File: config.mk
export PLATFORM = sky130hd
export DESIGN_NAME = bec_top
export DESIGN_NICKNAME = d
export VERILOG_FILES = /design/src/bec_pkg.sv /design/src/bec_cfg_mem.sv /design/src/bec_counter.sv /design/src/bec_top.sv
export VERILOG_INCLUDE_DIRS = /design/src /design/src/src
export SDC_FILE = /design/constraint.sdc
export NUM_CORES = 2
export LEC_CHECK = 0
export BUFFER_PORTS_ARGS = -buffer_cell sky130_fd_sc_hd__buf_2
export CORE_ASPECT_RATIO = 0.6
export CORE_UTILIZATION = 40
export DETAILED_ROUTE_END_ITERATION = 16
export GPL_ROUTABILITY_DRIVEN = 0
export GPL_TIMING_DRIVEN = 1
export HOLD_SLACK_MARGIN = 0.1
export PLACE_DENSITY = 0.69
export SLEW_MARGIN = 15
export SYNTH_ARGS = -nofsm -noshare
export SYNTH_HDL_FRONTEND = slang
export SYNTH_SLANG_ARGS = --single-unit
File: constraint.sdc
create_clock -name sys_clk_i -period 5.25 [get_ports sys_clk_i]
set_clock_uncertainty 0.05 [all_clocks]
set_input_delay 0.2625 -clock sys_clk_i [delete_from_list [all_inputs] [get_ports sys_clk_i]]
set_output_delay 0.2625 -clock sys_clk_i [all_outputs]
set_load 0.01 [all_outputs]
File: src/bec_regs.svh
// constant names for the bus event comparator groups
// How it works
// - address comparator matches exact value, outer range with endpoints, inner without
// - a range without explicit type is compared as inner range
// - address compares use 24 bits, or 32 bits with wide option
// - wide option splits 32-bit patterns over two comparators and ANDs them
// - only addresses actually driven on the bus are compared
// - data comparator holds 16-bit value and don't-care mask; set bits ignored
// - data masking works on single bits, not only nibbles
// - status bit 14 is interrupt pending, bit 13 is autovector
// - status bits 11..9 interrupt level, bit 8 bus fault
// - status bits 6..4 hold the address space code
// - status bit 2 set for user hardware, clear for emulator memory
// - status bit 1 read when set, bit 0 byte when set
// - a combined status pattern is true only when all attributes hold
// - probe inputs are caught at each bus cycle end and compared
// - probe comparator is 16 bits with per-bit don't-care mask
// - count limits are 16-bit values from 1 up to FFFF
// - counter drops by one per count action; zero makes limit true
// - counter value is hidden; only reaching zero is visible
// - one shared counter, four limits; run entry loads group one limit
// - four groups, each with its own comparators and statements
// - statements of a group are evaluated only while that group is active
// - patterns are copied into the comparators at run start only
// - every run entry starts in group one
// - group change keeps the count unless reload comes with it
// - negation binds tightest, then conjunction, then disjunction
`ifndef BEC_REGS_SVH
`define BEC_REGS_SVH
// ---------------------------------------------------------------
// configuration word layout within one group
// ---------------------------------------------------------------
`define BEC_F_ADR1_LO   4'h0
`define BEC_F_ADR1_HI   4'h1
`define BEC_F_ADR1_MODE 4'h2
`define BEC_F_ADR2_LO   4'h3
`define BEC_F_ADR2_HI   4'h4
`define BEC_F_ADR2_MODE 4'h5
`define BEC_F_DAT1      4'h6
`define BEC_F_DAT2      4'h7
`define BEC_F_ST1      4'h8
`define BEC_F_ST2      4'h9
`define BEC_F_PRB      4'hA
`define BEC_F_LIMIT    4'hB
`define BEC_F_STMT0    4'hC
`define BEC_F_STMT1    4'hD
`define BEC_LAST_WORD  6'h3F
// ---------------------------------------------------------------
// address modes, status bit positions, misc
// ---------------------------------------------------------------
`define BEC_AM_EXACT   2'h0
`define BEC_AM_RANGE   2'h1
`define BEC_AM_INNER   2'h2
`define BEC_AM_OUTER   2'h3
`define BEC_NARROW_MSK 32'h00FFFFFF
`define BEC_SB_IRQ     14
`define BEC_SB_AVEC    13
`define BEC_SB_IPL     9
`define BEC_SB_BF      8
`define BEC_SB_SPACE   4
`define BEC_SB_UHW     2
`define BEC_SB_RD      1
`define BEC_SB_BYTE    0
`define BEC_GROUP_ONE  2'h0
`define BEC_CNT_RST    16'h0000
`endif

File: src/bec_pkg.sv
// types shared by the bus event comparator groups
package bec_pkg;
  // one sampled processor bus cycle as seen on the pins
  typedef struct packed {
    logic [31:0] addr;
    logic [31:0] data;
    logic        interrupt_pending;
    logic        autovector_flag;
    logic [2:0]  int_level;
    logic        bus_fault_flag;
    logic [2:0]  space_code_field;
    logic        user_hardware_access;
    logic        read_access;
    logic        single_byte_access;
    logic [15:0] probe;
  } bec_bus_s;

  // pattern load from control software
  typedef struct packed {
    logic        we;
    logic [1:0]  group;
    logic [3:0]  field;
    logic [31:0] data;
  } bec_cfg_wr_s;

  typedef enum logic [1:0] {
    BEC_IDLE = 2'b00,
    BEC_COPY = 2'b01,
    BEC_ARM  = 2'b10,
    BEC_RUN  = 2'b11
  } bec_state_e;
endpackage

File: src/bec_cfg_mem.sv
// pattern store written by software and read back by the copy engine
`timescale 1ns/1ps
module bec_cfg_mem #(
  parameter int AW = 6,
  parameter int DW = 32
) (
  input  wire logic          sys_clk_i,
  input  wire logic          we_i,
  input  wire logic [AW-1:0] waddr_i,
  input  wire logic [DW-1:0] wdata_i,
  input  wire logic [AW-1:0] raddr_i,
  output logic      [DW-1:0] rdata_o
);
  logic [DW-1:0] mem [0:(1<<AW)-1];

  // write port, no reset: contents only matter once software loaded them
  always_ff @(posedge sys_clk_i) begin
    if (we_i) begin
      mem[waddr_i] <= wdata_i;
    end
  end

  // registered read
  always_ff @(posedge sys_clk_i) begin
    rdata_o <= mem[raddr_i];
  end
endmodule

File: src/bec_counter.sv
// shared event counter with saturating decrement
`timescale 1ns/1ps
`include "bec_regs.svh"
module bec_counter #(
  parameter int W = 16
) (
  input  wire logic         sys_clk_i,
  input  wire logic         nrst_i,
  input  wire logic         load_i,
  input  wire logic [W-1:0] load_val_i,
  input  wire logic         dec_i,
  output logic              zero_o
);
  logic [W-1:0] cnt;

  // load wins over decrement; value never leaves this module
  always_ff @(posedge sys_clk_i) begin
    if (!nrst_i) begin
      cnt <= `BEC_CNT_RST;
    end else if (load_i) begin
      cnt <= load_val_i; // a zero limit is illegal, loads as already true
    end else if (dec_i && (cnt != '0)) begin
      cnt <= cnt - 1'b1;
    end
  end

  assign zero_o = (cnt == '0);
endmodule

File: src/bec_top.sv
// bus cycle event recognition: comparator groups, sequencer, shared counter
`timescale 1ns/1ps
`include "bec_regs.svh"
module bec_top #(
  parameter int NGRP_W = 2,
  parameter int FLD_W  = 4
) (
  input  wire logic                sys_clk_i,
  input  wire logic                nrst_i,
  input  wire bec_pkg::bec_bus_s   bus_i,
  input  wire logic                bus_end_i,
  input  wire bec_pkg::bec_cfg_wr_s cfg_i,
  input  wire logic                run_i,
  input  wire logic                wide_i,
  input  wire logic                count_i,
  input  wire logic                reload_i,
  input  wire logic                group_switch_i,
  input  wire logic [1:0]          new_group_i,
  output logic [7:0]               cond_o,
  output logic [1:0]               stmt_hit_o,
  output logic [1:0]               group_o,
  output logic                     armed_o
);
  localparam int IW = NGRP_W + FLD_W;

  // ---------------------------------------------------------------
  // helper functions
  // ---------------------------------------------------------------
  // masked compare: set mask bits are don't care
  function automatic logic masked_hit(input logic [15:0] v, input logic [15:0] ref_v,
                                      input logic [15:0] dc);
    masked_hit = (((v ^ ref_v) & ~dc) == 16'h0000);
  endfunction

  // exact or range compare on 24 or 32 address bits
  function automatic logic addr_hit(input logic [31:0] a, input logic [31:0] lo,
                                    input logic [31:0] hi, input logic [1:0] mode,
                                    input logic wide);
    logic [31:0] m;
    logic [31:0] am;
    logic [31:0] lm;
    logic [31:0] hm;
    m  = wide ? 32'hFFFFFFFF : `BEC_NARROW_MSK;
    am = a & m;
    lm = lo & m;
    hm = hi & m;
    case (mode)
      `BEC_AM_EXACT: addr_hit = (am == lm);
      `BEC_AM_OUTER: addr_hit = (am >= lm) && (am <= hm);
      default:       addr_hit = (am > lm) && (am < hm);
    endcase
  endfunction

  // sum of two product terms: use selects conditions, inv negates them first
  function automatic logic stmt_eval(input logic [7:0] c, input logic [31:0] w);
    logic t0;
    logic t1;
    t0 = (w[7:0] != 8'h00) && ((((c ^ w[15:8]) & w[7:0])) == w[7:0]);
    t1 = (w[23:16] != 8'h00) && ((((c ^ w[31:24]) & w[23:16])) == w[23:16]);
    stmt_eval = t0 | t1;
  endfunction

  // ---------------------------------------------------------------
  // pin synchronisers
  // ---------------------------------------------------------------
  bec_pkg::bec_bus_s bus_s1;
  bec_pkg::bec_bus_s bus_s2;
  logic              end_s1;
  logic              end_s2;
  logic              end_s3;
  logic              bus_end;

  // bus pins are sampled as a word; the cycle end strobe is delayed the same,
  // so the bus must stay stable a few clocks around the trailing edge
  always_ff @(posedge sys_clk_i) begin
    if (!nrst_i) begin
      bus_s1 <= '0;
      bus_s2 <= '0;
      end_s1 <= 1'b0;
      end_s2 <= 1'b0;
      end_s3 <= 1'b0;
    end else begin
      bus_s1 <= bus_i;
      bus_s2 <= bus_s1;
      end_s1 <= bus_end_i;
      end_s2 <= end_s1;
      end_s3 <= end_s2;
    end
  end

  assign bus_end = end_s2 && !end_s3;

  // probe latch at the trailing edge of each cycle
  logic [15:0] probe_hold;
  always_ff @(posedge sys_clk_i) begin
    if (!nrst_i) begin
      probe_hold <= '0;
    end else if (bus_end) begin
      probe_hold <= bus_s2.probe;
    end
  end

  // status word assembled at the documented bit positions
  logic [15:0] status_word;
  always_comb begin
    status_word                               = 16'h0000;
    status_word[`BEC_SB_IRQ]                  = bus_s2.interrupt_pending;
    status_word[`BEC_SB_AVEC]                 = bus_s2.autovector_flag;
    status_word[`BEC_SB_IPL+2:`BEC_SB_IPL]    = bus_s2.int_level;
    status_word[`BEC_SB_BF]                   = bus_s2.bus_fault_flag;
    status_word[`BEC_SB_SPACE+2:`BEC_SB_SPACE] = bus_s2.space_code_field;
    status_word[`BEC_SB_UHW]                  = bus_s2.user_hardware_access;
    status_word[`BEC_SB_RD]                   = bus_s2.read_access;
    status_word[`BEC_SB_BYTE]                 = bus_s2.single_byte_access;
  end

  // ---------------------------------------------------------------
  // pattern store and copy into active comparators
  // ---------------------------------------------------------------
  bec_pkg::bec_state_e state;
  logic [IW-1:0]       rd_addr;
  logic [IW-1:0]       wr_idx;
  logic                rd_pend;
  logic [31:0]         rd_data;
  logic [31:0]         act [0:(1<<IW)-1];
  logic                run_q;
  logic                run_rise;

  bec_cfg_mem #(.AW(IW), .DW(32)) bec_cfg_mem_i (
    .sys_clk_i (sys_clk_i),
    .we_i      (cfg_i.we),
    .waddr_i   ({cfg_i.group, cfg_i.field}),
    .wdata_i   (cfg_i.data),
    .raddr_i   (rd_addr),
    .rdata_o   (rd_data)
  );

  assign run_rise = run_i && !run_q;

  // run state machine; a run drop aborts any copy in progress
  always_ff @(posedge sys_clk_i) begin
    if (!nrst_i) begin
      state   <= bec_pkg::BEC_IDLE;
      run_q   <= 1'b0;
      rd_addr <= '0;
      rd_pend <= 1'b0;
      wr_idx  <= '0;
    end else begin
      run_q   <= run_i;
      rd_pend <= (state == bec_pkg::BEC_COPY);
      wr_idx  <= rd_addr;
      case (state)
        bec_pkg::BEC_IDLE: begin
          rd_addr <= '0;
          if (run_rise) begin
            state <= bec_pkg::BEC_COPY;
          end
        end
        bec_pkg::BEC_COPY: begin
          rd_addr <= rd_addr + 1'b1;
          if (!run_i) begin
            state <= bec_pkg::BEC_IDLE;
          end else if (rd_addr == `BEC_LAST_WORD) begin
            state <= bec_pkg::BEC_ARM;
          end
        end
        bec_pkg::BEC_ARM: begin
          state <= run_i ? bec_pkg::BEC_RUN : bec_pkg::BEC_IDLE;
        end
        bec_pkg::BEC_RUN: begin
          if (!run_i) begin
            state <= bec_pkg::BEC_IDLE;
          end
        end
        default: state <= bec_pkg::BEC_IDLE;
      endcase
    end
  end

  // active comparator words change only while copying, never during a run
  always_ff @(posedge sys_clk_i) begin
    if (rd_pend) begin
      act[wr_idx] <= rd_data;
    end
  end

  // ---------------------------------------------------------------
  // group sequencer
  // ---------------------------------------------------------------
  always_ff @(posedge sys_clk_i) begin
    if (!nrst_i) begin
      group_o <= `BEC_GROUP_ONE;
    end else if (state != bec_pkg::BEC_RUN) begin
      group_o <= `BEC_GROUP_ONE;
    end else if (group_switch_i) begin
      group_o <= new_group_i;
    end
  end

  always_ff @(posedge sys_clk_i) begin
    if (!nrst_i) begin
      armed_o <= 1'b0;
    end else begin
      armed_o <= (state == bec_pkg::BEC_RUN) && run_i;
    end
  end

  // ---------------------------------------------------------------
  // shared counter
  // ---------------------------------------------------------------
  logic        cnt_load;
  logic [15:0] cnt_load_val;
  logic        cnt_zero;
  logic        running;

  assign running = (state == bec_pkg::BEC_RUN);

  // run start loads group one; reload with a switch takes the new group's limit
  always_comb begin
    cnt_load     = 1'b0;
    cnt_load_val = act[{`BEC_GROUP_ONE, `BEC_F_LIMIT}][15:0];
    if (state == bec_pkg::BEC_ARM) begin
      cnt_load = 1'b1;
    end else if (running && reload_i) begin
      cnt_load     = 1'b1;
      cnt_load_val = group_switch_i ? act[{new_group_i, `BEC_F_LIMIT}][15:0]
                                    : act[{group_o, `BEC_F_LIMIT}][15:0];
    end
  end

  bec_counter #(.W(16)) bec_counter_i (
    .sys_clk_i  (sys_clk_i),
    .nrst_i     (nrst_i),
    .load_i     (cnt_load),
    .load_val_i (cnt_load_val),
    .dec_i      (running && count_i),
    .zero_o     (cnt_zero)
  );

  // ---------------------------------------------------------------
  // comparators of the active group
  // ---------------------------------------------------------------
  logic [7:0]  next_cond;
  logic [IW-1:0] gb;
  logic [31:0] w_dat1;
  logic [31:0] w_dat2;
  logic        d1_lo;
  logic        d2_lo;
  logic        d1_hi;
  logic        d2_lo_w;

  assign gb    = {group_o, {FLD_W{1'b0}}};
  assign w_dat1  = act[gb | IW'(`BEC_F_DAT1)];
  assign w_dat2  = act[gb | IW'(`BEC_F_DAT2)];
  assign d1_lo   = masked_hit(bus_s2.data[15:0], w_dat1[15:0], w_dat1[31:16]);
  assign d2_lo   = masked_hit(bus_s2.data[15:0], w_dat2[15:0], w_dat2[31:16]);
  assign d1_hi   = masked_hit(bus_s2.data[31:16], w_dat1[15:0], w_dat1[31:16]);
  assign d2_lo_w = d2_lo;

  // address is compared only as driven in this cycle; fetches show aligned words
  always_comb begin
    next_cond[0] = addr_hit(bus_s2.addr, act[gb | IW'(`BEC_F_ADR1_LO)],
                            act[gb | IW'(`BEC_F_ADR1_HI)],
                            act[gb | IW'(`BEC_F_ADR1_MODE)][1:0], wide_i);
    next_cond[1] = addr_hit(bus_s2.addr, act[gb | IW'(`BEC_F_ADR2_LO)],
                            act[gb | IW'(`BEC_F_ADR2_HI)],
                            act[gb | IW'(`BEC_F_ADR2_MODE)][1:0], wide_i);
    // wide mode: upper half against the first, lower half against the second
    next_cond[2] = wide_i ? (d1_hi && d2_lo_w) : d1_lo;
    next_cond[3] = wide_i ? (d1_hi && d2_lo_w) : d2_lo;
    next_cond[4] = masked_hit(status_word, act[gb | IW'(`BEC_F_ST1)][15:0],
                              act[gb | IW'(`BEC_F_ST1)][31:16]);
    next_cond[5] = masked_hit(status_word, act[gb | IW'(`BEC_F_ST2)][15:0],
                              act[gb | IW'(`BEC_F_ST2)][31:16]);
    next_cond[6] = masked_hit(bus_s2.probe, act[gb | IW'(`BEC_F_PRB)][15:0],
                              act[gb | IW'(`BEC_F_PRB)][31:16]);
    next_cond[7] = cnt_zero;
  end

  // results held from one finished bus cycle to the next
  always_ff @(posedge sys_clk_i) begin
    if (!nrst_i) begin
      cond_o     <= '0;
      stmt_hit_o <= '0;
    end else if (!running) begin
      cond_o     <= '0;
      stmt_hit_o <= '0;
    end else if (bus_end) begin
      cond_o        <= next_cond;
      stmt_hit_o[0] <= stmt_eval(next_cond, act[gb | IW'(`BEC_F_STMT0)]);
      stmt_hit_o[1] <= stmt_eval(next_cond, act[gb | IW'(`BEC_F_STMT1)]);
    end
  end
endmodule

# Yosys cells after proc, flatten, opt, wreduce, memory -nomap -nowiden
# Memory sizes are Yosys's and may differ from the RTL's. A register that Yosys moved wholly into a read port is not among the register bits.
# Cells that the tools add are included.
dict set report totals {
  out_inout_bits 13
  mem_bits_rw 4096
  regBits 232
  input_bits 141
  word_cells 184
  memories 2
}
# name depth word_bits read_ports rd_clocked_by_memory_dff write_ports line
set mem_list {}
lappend mem_list {act 64 32 16 14 1 bec_top.sv:125} ;# logic [31:0] act [0:(1<<IW)-1];
lappend mem_list {bec_cfg_mem_i.mem 64 32 1 1 1 bec_cfg_mem.sv:14} ;# logic [DW-1:0] mem [0:(1<<AW)-1];
dict set report op_classes {
  n_reduce_logical 37
  muxes 51
  n_lt_le_gt_ge 8
  add_sub_neg 2
  bitwise 33
  n_eq_ne 16
}
# cell count
set op_table {}
lappend op_table {{$mux 6} 28}
lappend op_table {{$and 32x32->32} 5}
lappend op_table {{$logic_not 16->1} 7}
lappend op_table {{$and 16x16->16} 6}
lappend op_table {{$mux 16} 5}
lappend op_table {{$not 16->16} 5}
lappend op_table {{$eq 32x32->1} 2}
lappend op_table {{$ge 32x32->1} 2}
lappend op_table {{$gt 32x32->1} 2}
lappend op_table {{$le 32x32->1} 2}
lappend op_table {{$lt 32x32->1} 2}
lappend op_table {{$xor 16x16->16} 4}
lappend op_table {{$and 8x8->8} 4}
lappend op_table {{$eq 8x8->1} 4}
lappend op_table {{$mux 32} 1}
lappend op_table {{$reduce_bool 8->1} 4}
lappend op_table {{$xor 15x16->16} 2}
lappend op_table {{$xor 8x8->8} 4}
lappend op_table {{$reduce_bool 16->1} 1}
lappend op_table {{$sub 16x1->16 const B} 1}
lappend op_table {{$logic_and 1x1->1} 15}
lappend op_table {{$pmux 6 s2} 1}
lappend op_table {{$mux 2} 5}
lappend op_table {{$eq 2x2->1 const B} 4}
lappend op_table {{16 further kinds} 31}

# Logic depth before layout (Yosys ltp)
dict set report depth {
  word_depth 10
  ltp_mapped 23
  depth_no_buf 13
}

# By module
# From an unflattened synthesis, not the netlist that was laid out.
dict set report unflattened {
  hier_cells 7123
  area_unflattened_um2 145683.5
}
# mod cells_per_inst n_inst area_each_um2 seq_area_each_um2
set modules_own_cells {}
lappend modules_own_cells {bec_cfg_mem 3324 1 78515.3 62139.6}
lappend modules_own_cells {bec_top 3676 1 66191.0 49047.0}
lappend modules_own_cells {bec_counter 123 1 977.2 320.3}

# Worst setup path after synthesis
# No wires, ideal clock.
dict set report synth_timing {
  path_type {register -> register}
  startpoint {register (tool-made name)}
  endpoint {register stmt_hit_o[0]}
  period_less_slack_ns 5.383
  setup_slack_ns -0.133
  path_buffers 10
  setup_time_ns 0.120
  required_ns 5.080
  t_arrival_ns 5.213
  path_stages_with_launch 24
  path_cell_list {dfxtp_1 > buf_6 > buf_12 > buf_6 > buf_4 > buf_4 > buf_4 > buf_4 > buf_4 > buf_2 > buf_2 > mux4_2 > inv_1 > ha_1 > a21oi_1 > nand2_1 > a221o_1 > o31a_1 > a2111oi_2 > nor2b_1 > a21oi_1 > mux2i_1 > and4bb_1 > a211o_1}
}
# element line
set synth_lines {}
lappend synth_lines {{end signal, assigned} bec_top.sv:290} ;# stmt_hit_o[0] <= stmt_eval(next_cond, act[gb | IW'(`BEC_F_STMT0)]);
lappend synth_lines {{end, declared} bec_top.sv:20} ;# output logic [1:0] stmt_hit_o,

==> results.md <==
* Vias at 72.6k
* # clock sinks at 3802
* Post-Synthesis Net Count at 7096
* Dpl hpwl at 213 mm
* Critical path type: reg -> reg
* Fillers at 29.2k
* Setup ws final at 0.361 ns
* Least-Margin Pin Slew at 1.24 ns
* Pre-Repair DR Iteration Count at 12
* Total CTS buffers at 345
* Pre-CTS WS at 0.470 ns
* Area of placed instances at 154000 um2
* Site Rows at 171
* Drt initial violations at 11.2k
* Final ANT Viol Nets at 0
* Fraction of registers with async set/reset at 0
* Int Pwr at 48000 uW
* Share of post-route cells with drive strength above 1 at 0.256
* DRC Markers at 4
* Area Overhead vs Synth at 15.5%
* Nets at 7786
* Worst Path Required at 5.97 ns
* Post-synthesis cell count at 6821
* Top post-synthesis cells by area: edfxtp_1, mux4_2, dfxtp_1
* Max Freq at 205 MHz
* Post-Layout Cell Count at 12.6k
* Commonest non-fill, non-tap cells in the layout: edfxtp_1, mux4_2, clkbuf_16
* Die outline height at 469 um
* H-tree levels at 5
* Total Routed Length at 371 mm
* Comb pwr share at 0.028
* Crit Path Max Fanout at 29
* Distinct cells, synth at 76
* Element type at the critical path end: flop
* WL/cell at 29.4 um
* Final Hold Fails at 0
* Multi-input logic area at 32700 um2
* Flops & latches, synth at 3802
* CTS tree: built
* Leak Pwr at 0.0520 uW
* Largest net degree at the start of global routing at 117
* Hold Path Class: in -> reg
* Top-area cell type share of the netlist area at 0.731
* Die area at 366000 um2
* Die span in x at 780 um
* Total negative setup slack at 0 ns
* PortBufs at 153
* Pwr Density at 359 nW/um2
* Post-synth EDFFs at 3536
* Sw Pwr at 12400 uW
* Num ports at 154
* Seq/Total Area, Yosys at 0.767
* Switching Fraction at 0.205
* Worst VDD drop at 0.452 mV
* Synth Flop Type: edfxtp_1
* DR vias/cell at 5.75
* Crit share post-route at 0.931
* RSZ-0062 raised after global routing: false
* Reg power frac at 0.552
* Max Cap Viol at 0
* Effective utilization at floorplan at 0.402
* Max-slew headroom at 0.174
* First-pass GRT wire length at 527 mm
* Number of placed instances, taps included at 11.7k
* Crit path DAT at 5.61 ns
* Vias in the first global route at 71.8k
* Total gr overflow at 0
* Cell taking the most area after synthesis: edfxtp_1
* Reg area at 112000 um2
* Post-Syn Area at 145000 um2
* YS warnings at 0
* Core area at 362000 um2
* GRT Util Overall at 0.199
* Root Driver: clkbuf_16
* Most common cell after layout, fill and taps aside: edfxtp_1
* Clk pin slew, worst setup/hold paths at 0.07 ns
* Clk buf depth at 4
* Clk pwr share at 0.420
* Tmin final at 4.89 ns
* Status: finished, violations left
* Syn_area_per_cell at 21.3 um2
* CP Launch Type: flop
* Post-route cell area at 168000 um2
* Clock latency reported for the late side of the worst-skew pair at 0.96 ns
* Antenna violations before repair at 32
* Failing checks: DRC
* Setup Viol. Count Final at 0
* Max Slew Vio Count at 0
[critical path: stages, from the launching register on]
cell       delay (ns)
dfxtp_4          0.69
buf_4            0.29
buf_4            0.17
mux4_2           0.29
inv_1            0.07
ha_1             0.22
nand4_1          0.15
nor2_1           0.07
a221o_1          0.30
o31a_1           0.31
buf_4            0.17
buf_4            0.14
a2111oi_4        0.74
nor2b_1          0.13
a21oi_1          0.21
buf_4            0.15
mux2i_1          0.18
and4bb_1         0.20
a211o_1          0.22
[registers in the layout (all words and copies together), names as in the netlist, 2 cells and up, named ones only]
signal,flops
bec_cfg_mem_i.mem,2048
stmt_hit_o,2
bec_cfg_mem_i.rdata_o,32
state,2
bus_s2,92
cond_o,8
bec_counter_i.cnt,16
act,1488
group_o,2
rd_addr,6
bus_s1,92
wr_idx,6
[metrics by stage]
stage	total power, uW	hold WS [ns]	util
after floorplan	34600	0.311	-
after global placement	35400	0.371	0.425
after detailed placement	35500	0.368	0.425
after CTS	60600	0.102	0.464
after global routing	61800	0.127	0.464
final	60300	0.164	0.464
[synth_stat cells (6+ instances only)]
cell type / count
buf_2: 30
a22oi_1: 6
nand2b_1: 27
nor3_1: 42
buf_1: 66
clkbuf_1: 204
o22ai_1: 99
inv_1: 141
and3_1: 8
nand3b_1: 9
buf_4: 15
nand3_1: 41
a21boi_0: 8
a211oi_1: 7
nor2_1: 195
nor4_1: 42
mux2i_1: 34
mux4_2: 913
o21ai_0: 74
xor2_1: 12
dfxtp_1: 266
mux2_2: 16
and2_1: 207
xnor2_1: 277
o211ai_1: 12
o21bai_1: 6
edfxtp_1: 3536
a221o_1: 6
a21oi_1: 83
nor2b_1: 21
ha_1: 134
nand4_1: 33
a221oi_1: 6
nand2_1: 132
and4_1: 8
o211a_1: 7
[layer usage]
metal / GRT usage / vias up / wire [um]
li1: - / 29310 / -
met1: 0.302 / 38243 / 151000
met2: 0.293 / 4465 / 163000
met3: 0.0455 / 604 / 47000
met4: 0.0503 / 4 / 10300
met5: 0 / - / 24
[worst paths after layout]
check | from | end | slack, ns | depth (start not counted)
max | flop | stmt_hit_o[0] | 0.36 | 18
min | bus_i[91] | bus_s1[91] | 0.16 | 3
max reg2reg | flop | stmt_hit_o[0] | 0.36 | 18
min reg2reg | bus_s1[29] | bus_s2[29] | 0.36 | 1
[cell families (layout without fill, tap and decap cells)]
group | count (synthesis) | count (layout) | share of synthesized area
buffers and inverters | 462 | 1427 | 0.0129
other | 0 | 9 | 0
flip-flops | 3802 | 3802 | 0.767
adder cells (fa/ha/maj) | 134 | 134 | 0.0115
AO/OA/AOI/OAI | 374 | 374 | 0.0167
AND/OR/NAND/NOR | 792 | 792 | 0.0282
multiplexers | 968 | 968 | 0.146
XOR/XNOR | 289 | 289 | 0.0174
[what timing repair did]
item                                    4_1_cts  5_1_grt
endpoints found under the hold margin      1439      192
resized for setup                             0        0
buffers inserted                              0        0
endpoints found under the setup margin        0        0
hold buffers                                264        3
[power by group through the flow]
stage / Sequential (uW) / Combinational [uW] / Clock, uW
5_1_grt: 33300 / 1790 / 26700
4_1_cts: 33300 / 1660 / 25600
2_1_floorplan: 33900 / 714 / 0
3_3_place_gp: 34000 / 1450 / 0
6_report: 33300 / 1690 / 25300
3_5_place_dp: 34000 / 1510 / 0
[cell type report]
| class | instances | share of cell area |
|---|---|---|
| multi-input cells | 2557 | 0.195 |
| flip-flops and latches | 3802 | 0.664 |
| clock buffers | 457 | 0.0574 |
| repair buffers | 664 | 0.0346 |
| inverters | 141 | 0.00315 |
| well taps | 4844 | 0.0361 |
| diodes | 9 | 0.000134 |
| clock inverters | 165 | 0.00929 |
Note: power is estimated with default switching activity, not from simulation.
